[src/pkg/lmx_pkg.sv]
// Constants and types shared by the LED matrix control register block.
package lmx_pkg;
   // Register offsets on the serial register port.
   localparam logic [7:0] REG_RESET = 8'h01;
   localparam logic [7:0] REG_POWER = 8'h02;
   localparam logic [7:0] REG_OPTION = 8'h04;
   localparam logic [7:0] REG_MATRIX = 8'h05;
   localparam logic [7:0] REG_PWM_FIRST = 8'h06;
   localparam logic [7:0] REG_PWM_LAST = 8'h10;
   localparam logic [7:0] REG_MLD_FIRST = 8'h11;
   localparam logic [7:0] REG_MLD_LAST = 8'h1b;
   localparam logic [7:0] REG_GROUP = 8'h2a;
   localparam logic [7:0] REG_THRESHOLD = 8'h2b;
   // Number of per-LED enable registers in each bank.
   localparam int BANK_REGS = 11;
   // Reset values.
   localparam logic [7:0] RST_POWER = 8'h00;
   localparam logic [7:0] RST_OPTION = 8'h00;
   localparam logic [7:0] RST_MATRIX = 8'h1e;
   localparam logic [7:0] RST_BANK = 8'h00;
   localparam logic [7:0] RST_GROUP = 8'h00;
   localparam logic [7:0] RST_THRESHOLD = 8'h00;
   // Field positions.
   localparam int BIT_SOFT_RESET = 0;
   localparam int BIT_MEM_CLEAR = 1;
   localparam int BIT_OSC_EN = 0;
   localparam int BIT_EXT_CLK = 0;
   localparam int BIT_CLK_OUT = 1;
   localparam int BIT_MELODY = 2;
   localparam int BIT_GHOST = 3;
   localparam int BIT_MTX_EN = 0;
   localparam int BIT_MAX_CURRENT_CODE_LO = 1;
   localparam int BIT_MTX_RSVD = 4;
   localparam int GROUP_BITS = 4;
   // Row index of the first lit row in a group sequence (row I).
   localparam logic [3:0] ROW_FIRST = 4'h8;
   // Base of the 7-bit slave address; value is arbitrary, low two bits come from straps.
   localparam logic [4:0] SLAVE_ADDR_BASE = 5'h0a;

   // Serial engine states.
   typedef enum logic [2:0] {
      ST_IDLE = 3'b000,
      ST_ADDR = 3'b001,
      ST_AACK = 3'b010,
      ST_PTR = 3'b011,
      ST_PACK = 3'b100,
      ST_WDAT = 3'b101,
      ST_RDAT = 3'b110,
      ST_MACK = 3'b111
   } lmx_state_type;

   // Clock source selection after priority resolution.
   typedef struct packed {
      logic ext_clock;
      logic clock_out;
      logic melody;
   } lmx_clock_mode_type;
endpackage : lmx_pkg

[src/logic/lmx_control_regs.sv]
// Control register bank of the 9x9 LED matrix driver behind its serial register port.
//
// How it works
// - Memory clear bit erases duty and intensity.
// - Soft reset bit resets logic; zero releases.
// - Reset register bits clear themselves.
// - Power bit 0 switches oscillator, default off.
// - Oscillator runs whenever matrix enable set.
// - Option bit 3 enables ghost suppression.
// - Option bit 2 activates external melody mode.
// - Option bit 1 routes internal clock out.
// - Option bit 0 selects external clock.
// - Priority: external clock, clock out, melody.
// - Matrix bits 3-1 max current, reset 1Eh.
// - Matrix bit 0 switches matrix drive.
// - Further PWM registers share that layout.
// - First melody register maps A8..A1 bits.
// - Further melody registers share that layout.
// - Group bits sequence columns rows I to A.
// - Unimplemented bits read zero, except matrix bit 4, which reads one; writes ignored.
// - All-zero threshold means automatic detection.
`timescale 1ns/1ps
module lmx_control_regs
   import lmx_pkg::*;
(
   input wire logic clk,
   input wire logic soft_reset_bit,
   input wire logic scl_in,
   input wire logic sda_in,
   input wire logic [1:0] addr_sel,
   input wire logic melody_in,
   output logic sda_out,
   output logic sda_oe_n,
   output logic soft_reset_pulse,
   output logic memory_clear_pulse,
   output logic osc_run,
   output logic ghost_suppress_enable,
   output lmx_clock_mode_type clock_mode,
   output logic [2:0] max_current_code,
   output logic matrix_enable,
   output logic [8*BANK_REGS-1:0] led_pwm_select,
   output logic [8*BANK_REGS-1:0] led_melody_select,
   output logic [GROUP_BITS-1:0] column_group_melody_bit,
   output logic [8:0] group_row_lit,
   output logic [7:0] threshold_select,
   output logic auto_threshold
);
   // Two-stage synchronisers for the scl, sda, addr_sel and melody inputs, plus one history stage on all but addr_sel.
   logic scl_s1, scl_s2, scl_q;
   logic sda_s1, sda_s2, sda_q;
   logic [1:0] asel_s1, asel_s2;
   logic mel_s1, mel_s2, mel_q;
   // Serial engine state.
   lmx_state_type state;
   logic [7:0] shift; // Receive shift register.
   logic [7:0] tx; // Transmit shift register.
   logic [2:0] bit_cnt; // Bits of the current byte seen so far.
   logic byte_full; // Eighth bit taken, waiting for the falling edge.
   logic rw_bit; // High for a read transfer.
   logic [7:0] ptr; // Register pointer, auto-increments.
   logic addr_hit_q; // Address match, held until the falling edge that acts on it.
   // Register contents.
   logic osc_en;
   logic [7:0] option;
   logic [3:0] matrix;
   logic [7:0] pwm_bank [BANK_REGS];
   logic [7:0] mld_bank [BANK_REGS];
   logic [GROUP_BITS-1:0] group;
   logic [7:0] threshold;
   logic [3:0] row_step; // Current lit row of the group sequence.

   // Edge and bus condition decode on the synchronised pins.
   wire scl_rise = scl_s2 & ~scl_q;
   wire scl_fall = ~scl_s2 & scl_q;
   wire bus_start = scl_s2 & scl_q & sda_q & ~sda_s2;
   wire bus_stop = scl_s2 & scl_q & ~sda_q & sda_s2;
   wire [7:0] next_shift = {shift[6:0], sda_s2};
   wire last_bit = scl_rise & (bit_cnt == 3'h7);
   wire addr_hit = (next_shift[7:1] == {SLAVE_ADDR_BASE, asel_s2});
   // A data byte is written on the rise of its eighth bit.
   wire wr_stb = (state == ST_WDAT) & last_bit;
   wire [7:0] wr_data = next_shift;
   // Soft reset returns the registers to defaults; the serial engine keeps running under the command pulse, not under soft_reset_bit.
   wire cfg_clr = soft_reset_bit | soft_reset_pulse;
   wire [7:0] pwm_idx = ptr - REG_PWM_FIRST;
   wire [7:0] mld_idx = ptr - REG_MLD_FIRST;
   wire pwm_hit = (ptr >= REG_PWM_FIRST) && (ptr <= REG_PWM_LAST);
   wire mld_hit = (ptr >= REG_MLD_FIRST) && (ptr <= REG_MLD_LAST);
   wire [7:0] rd_data =
      (ptr == REG_POWER) ? {7'h00, osc_en} :
      (ptr == REG_OPTION) ? {4'h0, option[3:0]} :
      (ptr == REG_MATRIX) ? {3'h0, RST_MATRIX[BIT_MTX_RSVD], matrix} :
      pwm_hit ? pwm_bank[pwm_idx[3:0]] :
      mld_hit ? mld_bank[mld_idx[3:0]] :
      (ptr == REG_GROUP) ? {4'h0, group} :
      (ptr == REG_THRESHOLD) ? threshold : 8'h00;
   wire ext_sel = option[BIT_EXT_CLK];
   wire out_sel = option[BIT_CLK_OUT] & ~ext_sel;
   wire mel_sel = option[BIT_MELODY] & ~option[BIT_CLK_OUT] & ~ext_sel;
   wire mel_edge = mel_s2 & ~mel_q;

   // Synchronisers; the first stage feeds only the second.
   always_ff @(posedge clk) begin
      scl_s1 <= scl_in;
      scl_s2 <= scl_s1;
      scl_q <= scl_s2;
      sda_s1 <= sda_in;
      sda_s2 <= sda_s1;
      sda_q <= sda_s2;
      asel_s1 <= addr_sel;
      asel_s2 <= asel_s1;
      mel_s1 <= melody_in;
      mel_s2 <= mel_s1;
      mel_q <= mel_s2;
   end

   // Serial slave engine: samples on clock rise, changes the data line on clock fall.
   always_ff @(posedge clk) begin
      if (soft_reset_bit) begin
         state <= ST_IDLE;
         shift <= 8'h00;
         tx <= 8'h00;
         bit_cnt <= 3'h0;
         byte_full <= 1'b0;
         rw_bit <= 1'b0;
         ptr <= 8'h00;
         sda_oe_n <= 1'b1;
      end else if (bus_start) begin
         // A repeated start keeps the pointer so a read can follow a pointer write.
         state <= ST_ADDR;
         bit_cnt <= 3'h0;
         byte_full <= 1'b0;
         sda_oe_n <= 1'b1;
      end else if (bus_stop) begin
         state <= ST_IDLE;
         sda_oe_n <= 1'b1;
      end else begin
         case (state)
            ST_ADDR, ST_PTR, ST_WDAT: begin
               if (scl_rise) begin
                  shift <= next_shift;
                  bit_cnt <= bit_cnt + 3'h1;
                  byte_full <= (bit_cnt == 3'h7);
               end
               if (wr_stb) begin
                  ptr <= ptr + 8'h01;
               end
               if (scl_fall && byte_full) begin
                  byte_full <= 1'b0;
                  if (state == ST_ADDR) begin
                     rw_bit <= shift[0];
                     state <= addr_hit_q ? ST_AACK : ST_IDLE;
                     sda_oe_n <= ~addr_hit_q;
                  end else begin
                     if (state == ST_PTR) begin
                        ptr <= shift;
                     end
                     state <= ST_PACK;
                     sda_oe_n <= 1'b0;
                  end
               end
            end
            ST_AACK, ST_MACK: begin
               // A not-acknowledge from the master ends a read.
               if (state == ST_MACK && scl_rise && sda_s2) begin
                  state <= ST_IDLE;
               end else if (scl_fall) begin
                  bit_cnt <= 3'h0;
                  if (rw_bit) begin
                     state <= ST_RDAT;
                     tx <= rd_data;
                     sda_oe_n <= rd_data[7];
                     ptr <= ptr + 8'h01;
                  end else begin
                     state <= ST_PTR;
                     sda_oe_n <= 1'b1;
                  end
               end
            end
            ST_PACK: begin
               if (scl_fall) begin
                  state <= ST_WDAT;
                  bit_cnt <= 3'h0;
                  sda_oe_n <= 1'b1;
               end
            end
            ST_RDAT: begin
               if (scl_rise) begin
                  bit_cnt <= bit_cnt + 3'h1;
                  byte_full <= (bit_cnt == 3'h7);
               end
               if (scl_fall) begin
                  if (byte_full) begin
                     byte_full <= 1'b0;
                     state <= ST_MACK;
                     sda_oe_n <= 1'b1;
                  end else begin
                     tx <= {tx[6:0], 1'b0};
                     sda_oe_n <= tx[6];
                  end
               end
            end
            default: begin
               state <= ST_IDLE;
               sda_oe_n <= 1'b1;
            end
         endcase
      end
   end

   // Address match is held from the eighth rise until the falling edge that acts on it.
   always_ff @(posedge clk) begin
      if (soft_reset_bit) begin
         addr_hit_q <= 1'b0;
      end else if (state == ST_ADDR && last_bit) begin
         addr_hit_q <= addr_hit;
      end
   end

   // The data line is open drain and only ever pulled low.
   always_ff @(posedge clk) begin
      sda_out <= 1'b0;
   end

   // Command pulses from the write-only reset register; they never read back.
   always_ff @(posedge clk) begin
      if (soft_reset_bit) begin
         soft_reset_pulse <= 1'b0;
         memory_clear_pulse <= 1'b0;
      end else begin
         memory_clear_pulse <= wr_stb && ptr == REG_RESET && wr_data[BIT_MEM_CLEAR];
         soft_reset_pulse <= wr_stb && ptr == REG_RESET && wr_data[BIT_SOFT_RESET];
      end
   end

   // Scalar control registers; only implemented bits are stored.
   always_ff @(posedge clk) begin
      if (cfg_clr) begin
         osc_en <= RST_POWER[BIT_OSC_EN];
         option <= RST_OPTION;
         matrix <= RST_MATRIX[3:0];
         group <= RST_GROUP[GROUP_BITS-1:0];
         threshold <= RST_THRESHOLD;
      end else if (wr_stb) begin
         if (ptr == REG_POWER) begin
            osc_en <= wr_data[BIT_OSC_EN];
         end else if (ptr == REG_OPTION) begin
            option <= {4'h0, wr_data[3:0]};
         end else if (ptr == REG_MATRIX) begin
            matrix <= wr_data[3:0];
         end else if (ptr == REG_GROUP) begin
            group <= wr_data[GROUP_BITS-1:0];
         end else if (ptr == REG_THRESHOLD) begin
            threshold <= wr_data;
         end
      end
   end

   // Per-LED PWM and melody enable banks, one register per entry, LED n on bit n-1.
   for (genvar i = 0; i < BANK_REGS; i++) begin : g_bank
      always_ff @(posedge clk) begin
         if (cfg_clr) begin
            pwm_bank[i] <= RST_BANK;
            mld_bank[i] <= RST_BANK;
            led_pwm_select[8*i +: 8] <= RST_BANK;
            led_melody_select[8*i +: 8] <= RST_BANK;
         end else begin
            if (wr_stb && ptr == REG_PWM_FIRST + 8'(i)) begin
               pwm_bank[i] <= wr_data;
            end
            if (wr_stb && ptr == REG_MLD_FIRST + 8'(i)) begin
               mld_bank[i] <= wr_data;
            end
            led_pwm_select[8*i +: 8] <= pwm_bank[i];
            led_melody_select[8*i +: 8] <= mld_bank[i];
         end
      end
   end

   // Registered control outputs, so every change trails the register write by one cycle.
   always_ff @(posedge clk) begin
      if (cfg_clr) begin
         osc_run <= 1'b0;
         ghost_suppress_enable <= 1'b0;
         clock_mode <= '0;
         max_current_code <= RST_MATRIX[3:1];
         matrix_enable <= 1'b0;
         column_group_melody_bit <= '0;
         threshold_select <= RST_THRESHOLD;
         auto_threshold <= 1'b1;
      end else begin
         osc_run <= osc_en | matrix[BIT_MTX_EN];
         ghost_suppress_enable <= option[BIT_GHOST];
         clock_mode <= '{ext_clock: ext_sel, clock_out: out_sel, melody: mel_sel};
         max_current_code <= matrix[3:BIT_MAX_CURRENT_CODE_LO];
         matrix_enable <= matrix[BIT_MTX_EN];
         column_group_melody_bit <= group;
         threshold_select <= threshold;
         auto_threshold <= (threshold == 8'h00);
      end
   end

   // Group sequencer: each rising melody input edge lights the next row, from row I down to A.
   // It only steps while melody mode wins the clock priority and a group is chosen.
   always_ff @(posedge clk) begin
      if (cfg_clr) begin
         row_step <= ROW_FIRST;
         group_row_lit <= 9'h000;
      end else begin
         if (mel_sel && group != '0 && mel_edge) begin
            row_step <= (row_step == 4'h0) ? ROW_FIRST : row_step - 4'h1;
         end
         group_row_lit <= (mel_sel && group != '0) ? 9'(9'h001 << row_step) : 9'h000;
      end
   end

   // Checks on the register behaviour.
   property p_memclr;
      @(posedge clk) disable iff (soft_reset_bit)
      wr_stb && ptr == REG_RESET && wr_data[1] |=> memory_clear_pulse ##1 !memory_clear_pulse;
   endproperty
   a_memclr: assert property (p_memclr) else $error("Memory clear pulse wrong.");
   property p_soft_reset_bit;
      @(posedge clk) disable iff (soft_reset_bit)
      wr_stb && ptr == REG_RESET && wr_data[0] |=> soft_reset_pulse ##2 !matrix_enable;
   endproperty
   a_soft_reset_bit: assert property (p_soft_reset_bit) else $error("Soft reset did not clear controls.");
   property p_selfclr;
      @(posedge clk) disable iff (soft_reset_bit)
      soft_reset_pulse |=> !soft_reset_pulse;
   endproperty
   a_selfclr: assert property (p_selfclr) else $error("Command bit stuck high.");
   property p_osc;
      @(posedge clk) disable iff (soft_reset_bit)
      wr_stb && ptr == REG_MATRIX && wr_data[0] && !soft_reset_pulse |-> ##2 osc_run;
   endproperty
   a_osc: assert property (p_osc) else $error("Oscillator off with matrix enabled.");
   property p_prio;
      @(posedge clk) disable iff (soft_reset_bit)
      clock_mode.ext_clock |-> !clock_mode.clock_out && !clock_mode.melody;
   endproperty
   a_prio: assert property (p_prio) else $error("Clock mode priority broken.");
   property p_ghost;
      @(posedge clk) disable iff (soft_reset_bit)
      wr_stb && ptr == REG_OPTION && !soft_reset_pulse |-> ##2
         ghost_suppress_enable == $past(wr_data[3], 2);
   endproperty
   a_ghost: assert property (p_ghost) else $error("Ghost suppression not updated.");
   property p_current;
      @(posedge clk) disable iff (soft_reset_bit)
      wr_stb && ptr == REG_MATRIX && !soft_reset_pulse |-> ##2
         max_current_code == $past(wr_data[3:1], 2);
   endproperty
   a_current: assert property (p_current) else $error("Current code not updated.");
   property p_unimp;
      @(posedge clk) disable iff (soft_reset_bit)
      ptr == REG_POWER |-> rd_data[7:1] == 7'h00;
   endproperty
   a_unimp: assert property (p_unimp) else $error("Unused bits read non-zero.");
   property p_thr;
      @(posedge clk) disable iff (soft_reset_bit)
      threshold == 8'h00 && !soft_reset_pulse |=> auto_threshold;
   endproperty
   a_thr: assert property (p_thr) else $error("Auto threshold not flagged.");
endmodule : lmx_control_regs

[config.mk]
export PLATFORM = sky130hd
export DESIGN_NAME = lmx_control_regs
export DESIGN_NICKNAME = d
export VERILOG_FILES = /design/src/pkg/lmx_pkg.sv /design/src/logic/lmx_control_regs.sv
export SDC_FILE = /design/constraint.sdc
export NUM_CORES = 1
export LEC_CHECK = 0
export BUFFER_PORTS_ARGS = -buffer_cell sky130_fd_sc_hd__buf_2
export CORE_UTILIZATION = 58
export DETAILED_ROUTE_END_ITERATION = 8
export PLACE_DENSITY_LB_ADDON = 0.1
export SYNTH_ARGS = -nofsm -noshare
export SYNTH_HDL_FRONTEND = slang
export SYNTH_SLANG_ARGS = --single-unit
[constraint.sdc]
create_clock -name clk -period 4.1 [get_ports clk]
set_input_delay 0.615 -clock clk [delete_from_list [all_inputs] [get_ports clk]]
set_output_delay 0.615 -clock clk [all_outputs]
set_load 0.02 [all_outputs]
# Word-level counts from Yosys, hierarchy flattened
# Memories as Yosys holds them, arrays and structs flattened. A register that Yosys moved wholly into a read port is not among the register bits.
# Index checks and enable logic that the tools add are counted.
# word_totals
latchBits,0
out_inout_bits,211
reg_bits,104
ramBits,176
n_memories,2
elab_cells,358
rom_bits,0
# classes
reduce_logical,60
eq_ne,52
n_lt_le_gt_ge,4
n_shift,1
addsub,5
mul,0
bitwise_logic,52
n_div,0
n_mux,142
# mem_list
name,words,width,rd,rd_clocked_by_memory_dff,write_ports,line,source
mld_bank,11,8,12,11,11,lmx_control_regs.sv:67,logic [7:0] mld_bank [BANK_REGS];
pwm_bank,11,8,12,11,11,lmx_control_regs.sv:66,logic [7:0] pwm_bank [BANK_REGS];
# ops
operator,count
$mux W8,36
$eq A8 B5 Y1 const B,12
$mux W1,82
$eq A8 B4 Y1 const B,8
$mux W7,5
$logic_and A1 B1 Y1,33
$mux W3,11
$eq A8 B3 Y1 const B,4
$reduce_and A5 Y1,5
$or A1 B1 Y1,24
$eq A8 B6 Y1 const B,2
$le A8 B5 Y1 const B,2
$ne A2 B2 Y1 const B,8
$ne A4 B4 Y1 const B,4
$pmux W8 S2,1
$eq A3 B3 Y1 const B,5
$not A1 Y1,15
$pmux W7 S2,1
$and A1 B1 Y1,13
$pmux W3 S4,1
$reduce_and A4 Y1,3
$reduce_and A6 Y1,2
$pmux W3 S3,1
$shl A1 B4 Y9 const A,1
29 further kinds,37

# Logic depth before layout (Yosys ltp)
# Gate-level depths: netlist of the first run.
# logic_depth
word_depth,12
ltp_mapped,12

# Least setup slack after synthesis of the first run
# OpenSTA, ideal clock, no wires.
# synth_path
path_type,register -> register
start,register ptr[1]
end,register tx[3]
setup_slack_ns,1.127
arrival_time_ns,2.853
setup_time_ns,0.120
period_less_slack_ns,2.973
path_buffers,4
path_stages_with_launch,10
path_cell_list,dfxtp_1 > buf_6 > clkbuf_1 > inv_1 > ha_1 > buf_2 > buf_2 > mux4_2 > mux4_2 > a211o_1
# synth_between
elab_chain_len,12
# synth_lines
element,line,source
from (decl),lmx_control_regs.sv:60,logic [7:0] ptr;
from (signal assigned),lmx_control_regs.sv:146,ptr <= ptr + 8'h01;
from (signal assigned),lmx_control_regs.sv:156,ptr <= shift;
from (signal assigned),lmx_control_regs.sv:173,ptr <= ptr + 8'h01;
branches (longest 7 deep; another with $mem_v2 Z11 W8),n/a,
$mux W8 (*),lmx_control_regs.sv:90,"(ptr == REG_POWER) ? {7'h00, osc_en} :"
$mux W7 (*),lmx_control_regs.sv:169,if (rw_bit) begin
$mux W7 (*),lmx_control_regs.sv:167,end else if (scl_fall) begin
$mux W7 (*),lmx_control_regs.sv:165,if (state == ST_MACK && scl_rise && sda_s2) begin
$pmux W7 S2 (*),lmx_control_regs.sv:138,case (state)
to (signal assigned),lmx_control_regs.sv:171,tx <= rd_data;
to (signal assigned),lmx_control_regs.sv:198,"tx <= {tx[6:0], 1'b0};"
to (decl),lmx_control_regs.sv:56,logic [7:0] tx;
# Every way passes the cells marked *. The select of a mux whose other input is x is not followed.
# A chain may end at the register's enable or synchronous reset.

# Worst setup path in the final report of the first run
# layout_path
start,register ptr[2]
end,register tx[4]
# Same word-level chain as after synthesis.

==> metrics, run 1 <==
first-pass GRT wire length=69,600 microns; grt total ovfl=0; Critical Path Source Type=flop; hold_buf cts=0; clk sink count=456; # resized after CTS=0; syn_area_per_cell=11.7 sq um; die height=178 microns; total track usage=0.297; Pleak=0.00823 uW; P per Cell Area=459 nW/um^2; wire per inst=21.7 microns; total iterations of the first detailed-routing run=5; EDFF count, synth=176; # IOs=218; status=finished clean; die area=31,500 sq um; number of post-CTS setup repair buffers=0; Synthesized Nets=1,540; Cells after DPL=2,062; worst vdd ir=289 uV; CTS H-tree depth=2; Synth cell types=76; Fin Clk Skew=0.0250 ns; clock slew at reported path FFs=0.06 ns; dominant synthesized flop cell=dfxtp_1; synth top area cells=dfxtp_1 31%, edfxtp_1 30%, and2_1 13%; Least-Margin Pin Slew=1.18 ns; Starting DRT DRC Count=1,289; die width=178 microns; FF+latch count, synth=456; YS warnings=0; max frequency=0.293 GHz; setup_tns=0 ns; GPL Wtd Cong=0.978; final instance area=20,700 sq um; Final Hold Viols=0; CTS buffer count=45; fraction of layout cells with a size suffix above 1=0.215; CP required=4.52 ns; Final setup viols=0; via count=12,200; DP HPWL=32,600 microns; DRC=0; nets@finish=1,737; Critical Path End Type=flop; vias per cell=5.69; number of max-cap violations=0; share of the synthesized area in the top cell type=0.314; ANT nets after route=0; antenna cells=0; CP Class=flop to flop; RSZ-0062 raised after global routing=false; port buffer count=216; Initial Util=0.597; fin crit period=3.41 ns; fillcell total=2,239; CTS Root Cell=clkbuf_16; area grow syn2layout=15.9%; largest net degree at the start of global routing=101; Area after DPL=19,200 sq um; Synth async-reset ratio=0; Detailed Route WL=46,500 microns; Yosys top cell by area=dfxtp_1; clk_lat worst skew=0.55 ns; min-delay worst type=primary input to flop; antenna violations before repair=1; Slew Limit Headroom=0.205; core area=30,000 sq um; top post-synthesis cells by count=372 x and2_1, 280 x dfxtp_1, 176 x edfxtp_1; Rows=63; Pwr Total=9520 uW; CTS tree=built; register area share after synthesis=0.609; Mapped Cells=1,522; Final Cycle Share=0.832; CTS max path bufs=3; Worst Path Arrival=3.83 ns; top-count cell post-synth=and2_1; Final Non-Filler Cells=2,144; CP Max Fanout=20; Netlist Area Pre-Place=17,900 sq um; vias in the first global route=11,800; Slew Limit Fails=0
## report_power, final
group	internal, uW	total, uW	leakage (uW)	switching [uW]
clock	2320	4050	0.000727	1730
combinational	169	478	0.00352	309
sequential	4890	4990	0.00398	103
## cell families after synthesis
group | Yosys count | share of synthesized area
mux | 87 | 0.0745
compound gates | 170 | 0.0609
buf+inv | 117 | 0.0308
other cells | 1 | 0.000210
simple gates | 668 | 0.210
flops | 456 | 0.609
xor+xnor | 11 | 0.00581
fa+ha+maj | 12 | 0.00826
## area by class of cell
type                    count  area [sq um]  area share
well taps                 390           488      0.0235
repair buffers            255          1370      0.0663
flip-flops and latches    456         10900       0.526
clock inverters            19           126     0.00610
multi-input cells         949          6450       0.311
clock buffers              63          1350      0.0652
inverters                  12          45.0     0.00217
## worst max-delay path, stage by stage, from the launching register on
cell	delay (ns)
dfxtp_1	0.77
inv_1	0.28
ha_1	0.91
mux4_2	0.42
mux4_2	0.52
o311ai_1	0.29
a31oi_1	0.08
## path summary, 6_finish.rpt
check / from / endpoint / slack, ns / cells past startpoint
worst min register to register: asel_s1[1]$_DFF_P_ / asel_s2[1]$_DFF_P_ / 0.32 / 0
worst max register to register: ptr[2]$_SDFFE_PP0P_ / tx[4]$_SDFFE_PP0P_ / 0.69 / 6
worst max-delay path: ptr[2]$_SDFFE_PP0P_ / tx[4]$_SDFFE_PP0P_ / 0.69 / 6
worst min-delay path: melody_in / mel_s1$_DFF_P_ / 0.17 / 1
## per-stage QoR
stage / worst slack [ns] / hold WS (ns) / utilization
2_1_floorplan: 1.13 / 0.310 / -
3_3_place_gp: 0.981 / 0.313 / 0.642
3_5_place_dp: 0.822 / 0.314 / 0.642
4_1_cts: 0.810 / 0.160 / 0.692
5_1_grt: 0.573 / 0.169 / 0.692
6_report: 0.690 / 0.173 / 0.692
## routing by layer
| metal | part of all wire | vias to the layer above | global-route usage |
|---|---|---|---|
| met3 | 0.077 | 135 | 0.0433 |
| met5 | 0.00032 | - | 0 |
| met4 | 0.044 | 2 | 0.136 |
| met1 | 0.43 | 5814 | 0.413 |
| met2 | 0.45 | 598 | 0.462 |
| li1 | - | 5648 | - |
## flip-flops by register name, indices dropped and copies added, names as in the netlist, 4 cells and up
| name | flops |
|---|---|
| option | 4 |
| pwm_bank | 88 |
| led_melody_select | 88 |
| group_row_lit | 9 |
| mld_bank | 88 |
| matrix | 4 |
| threshold_select | 8 |
| row_step | 4 |
| column_group_melody_bit | 4 |
| ptr | 8 |
| led_pwm_select | 88 |
| tx | 7 |
| threshold | 8 |
| group | 4 |
| shift | 8 |
## cell usage in the layout (no fill, tap or decap), types with 5 or more instances in the layout
| cell | instances |
|---|---|
| mux2i_1 | 42 |
| buf_2 | 216 |
| mux4_2 | 24 |
| mux4_1 | 9 |
| o21ai_0 | 44 |
| xnor2_1 | 5 |
| buf_4 | 39 |
| nor2_1 | 100 |
| a221oi_1 | 8 |
| dfxtp_1 | 279 |
| inv_1 | 11 |
| and2_1 | 372 |
| a31oi_1 | 11 |
| nor3_1 | 11 |
| nand2_1 | 85 |
| clkbuf_1 | 9 |
| a21oi_1 | 49 |
| or3_1 | 5 |
| nand2b_1 | 10 |
| ha_1 | 11 |
| nor2b_1 | 9 |
| o211ai_1 | 5 |
| edfxtp_1 | 176 |
| clkinv_2 | 6 |
| xor2_1 | 5 |
| nand3b_1 | 7 |
| mux2_2 | 12 |
| nand3_1 | 28 |
| and3_1 | 5 |
| o22ai_1 | 8 |
| clkbuf_16 | 51 |
(Power assumes the default switching activity.)
==> run 2, diff against run 1 <==
Settings changed: CORE_UTILIZATION 58 to 52.
Clock period 4.1 ns to 2.9 ns, I/O delays scaled along.
==> metrics, run 2 (synthesis results as in run 1) <==
clock slew at reported path FFs=0.06 ns; CTS tree=built; Pleak=0.00859 uW; Reg area=10,900 sq um; Final setup viols=0; first-pass GRT wire length=70,800 microns; die height=187 microns; max frequency=0.387 GHz; wire per inst=20.7 microns; # IOs=218; port buffer count=216; worst slack at placement=0.385 ns; Finished Core Util=0.634; Rows=67; nets@finish=1,804; total iterations of the first detailed-routing run=5; GPL Wtd Cong=0.937; via count=12,400; Fin Clk Skew=0.0184 ns; DRC=0; CP Max Fanout=33; vias per cell=5.44; RSZ-0062 raised after global routing=false; number of max-cap violations=0; grt total ovfl=0; die area=35,100 sq um; CTS max path bufs=3; fraction of layout cells with a size suffix above 1=0.241; area of the multi-input gates=6450 sq um; DP HPWL=33,600 microns; Least-Margin Pin Slew=0.879 ns; most common cell after layout, fill and taps aside=and2_1; area grow syn2layout=19.5%; Final Cycle Share=0.890; CTS buffer count=45; worst vdd ir=490 uV; clk_lat worst skew=0.56 ns; Worst Path Arrival=3.01 ns; CP required=3.33 ns; Starting DRT DRC Count=1,063; Initial Util=0.531; Critical Path End Type=flop; clk sink count=456; CTS Root Cell=clkbuf_16; setup_tns=0 ns; status=finished clean; antenna cells=0; ANT nets after route=0; largest net degree at the start of global routing=201; P per Cell Area=629 nW/um^2; vias in the first global route=11,700; antenna violations before repair=1; Slew Limit Fails=0; Slew Limit Headroom=0.406; Final Hold Viols=0; Detailed Route WL=47,100 microns; fillcell total=2,751; core area=33,700 sq um; die width=187 microns; min-delay worst type=primary input to flop; CP Class=flop to flop; fin crit period=2.58 ns; CTS H-tree depth=2; total track usage=0.265; min setup slack post-route=0.318 ns; most frequent cells in the layout=372 x and2_1, 279 x dfxtp_1, 216 x buf_2; Critical Path Source Type=flop
[run 2: changes by cell type in the layout (fill, tap and decap cells not counted), moves of 3 or more]
cell / change
buf_12: +5
buf_4: +57
clkbuf_16: -3
clkbuf_8: +7
clkinv_2: +3
dlygate4sd3_1: +5
inv_4: -3
[run 2: path summary, 6_finish.rpt]
kind / startpoint / end / slack, ns / cells after the start
worst max-delay path: ptr[1]$_SDFFE_PP0P_ / tx[0]$_SDFFE_PP0P_ / 0.32 / 9
worst min-delay path: soft_reset_bit / max_current_code[0]$_SDFF_PN1_ / 0.28 / 2
worst max register to register: ptr[1]$_SDFFE_PP0P_ / tx[0]$_SDFFE_PP0P_ / 0.32 / 9
worst min register to register: asel_s1[1]$_DFF_P_ / asel_s2[1]$_DFF_P_ / 0.33 / 0
[run 2: where the power goes]
group | leakage (uW) | switching [uW] | internal [uW]
combinational | 0.00388 | 433 | 264
clock | 0.000733 | 2360 | 3300
sequential | 0.00398 | 152 | 6910
total | 0.00859 | 2950 | 10500
[run 2: layout make-up]
cell class / count / share of cell area
clock buffers: 71 / 0.0651
clock inverters: 12 / 0.00346
inverters: 12 / 0.00211
multi-input cells: 949 / 0.302
flip-flops and latches: 456 / 0.510
well taps: 448 / 0.0262
repair buffers: 322 / 0.0914
[run 2: metal layers]
| layer | track usage | part of all wire |
|---|---|---|
| met4 | 0.0876 | 0.030 |
| met1 | 0.372 | 0.44 |
| met3 | 0.0409 | 0.074 |
| met5 | 0 | 0 |
| met2 | 0.423 | 0.46 |
[run 2: worst max-delay path, stage by stage (launching register included)]
cell       delay [ns]
dfxtp_1          0.43
inv_1            0.19
ha_1             0.37
buf_12           0.21
mux4_1           0.35
mux2_2           0.31
mux2i_1          0.18
o211a_1          0.18
o22ai_1          0.09
o2bb2ai_1        0.14
[run 2: metrics by stage]
stage                     hold slack, ns  power, uW  cell area, sq um  cells
final                              0.282      13400             21400   2270
after global routing               0.275      13900             21400   2270
after CTS                          0.241      13500             21400   2270
after detailed placement           0.314       7890             19800   2182
after global placement             0.312       7890             19800   2182
after floorplan                    0.310       7560             17900   1522
[run 2: what timing repair did]
action,4_1_cts,5_1_grt
setup buffers,0,0
resized for setup,0,0
hold buffers,5,0
endpoints found under the hold margin,5,0
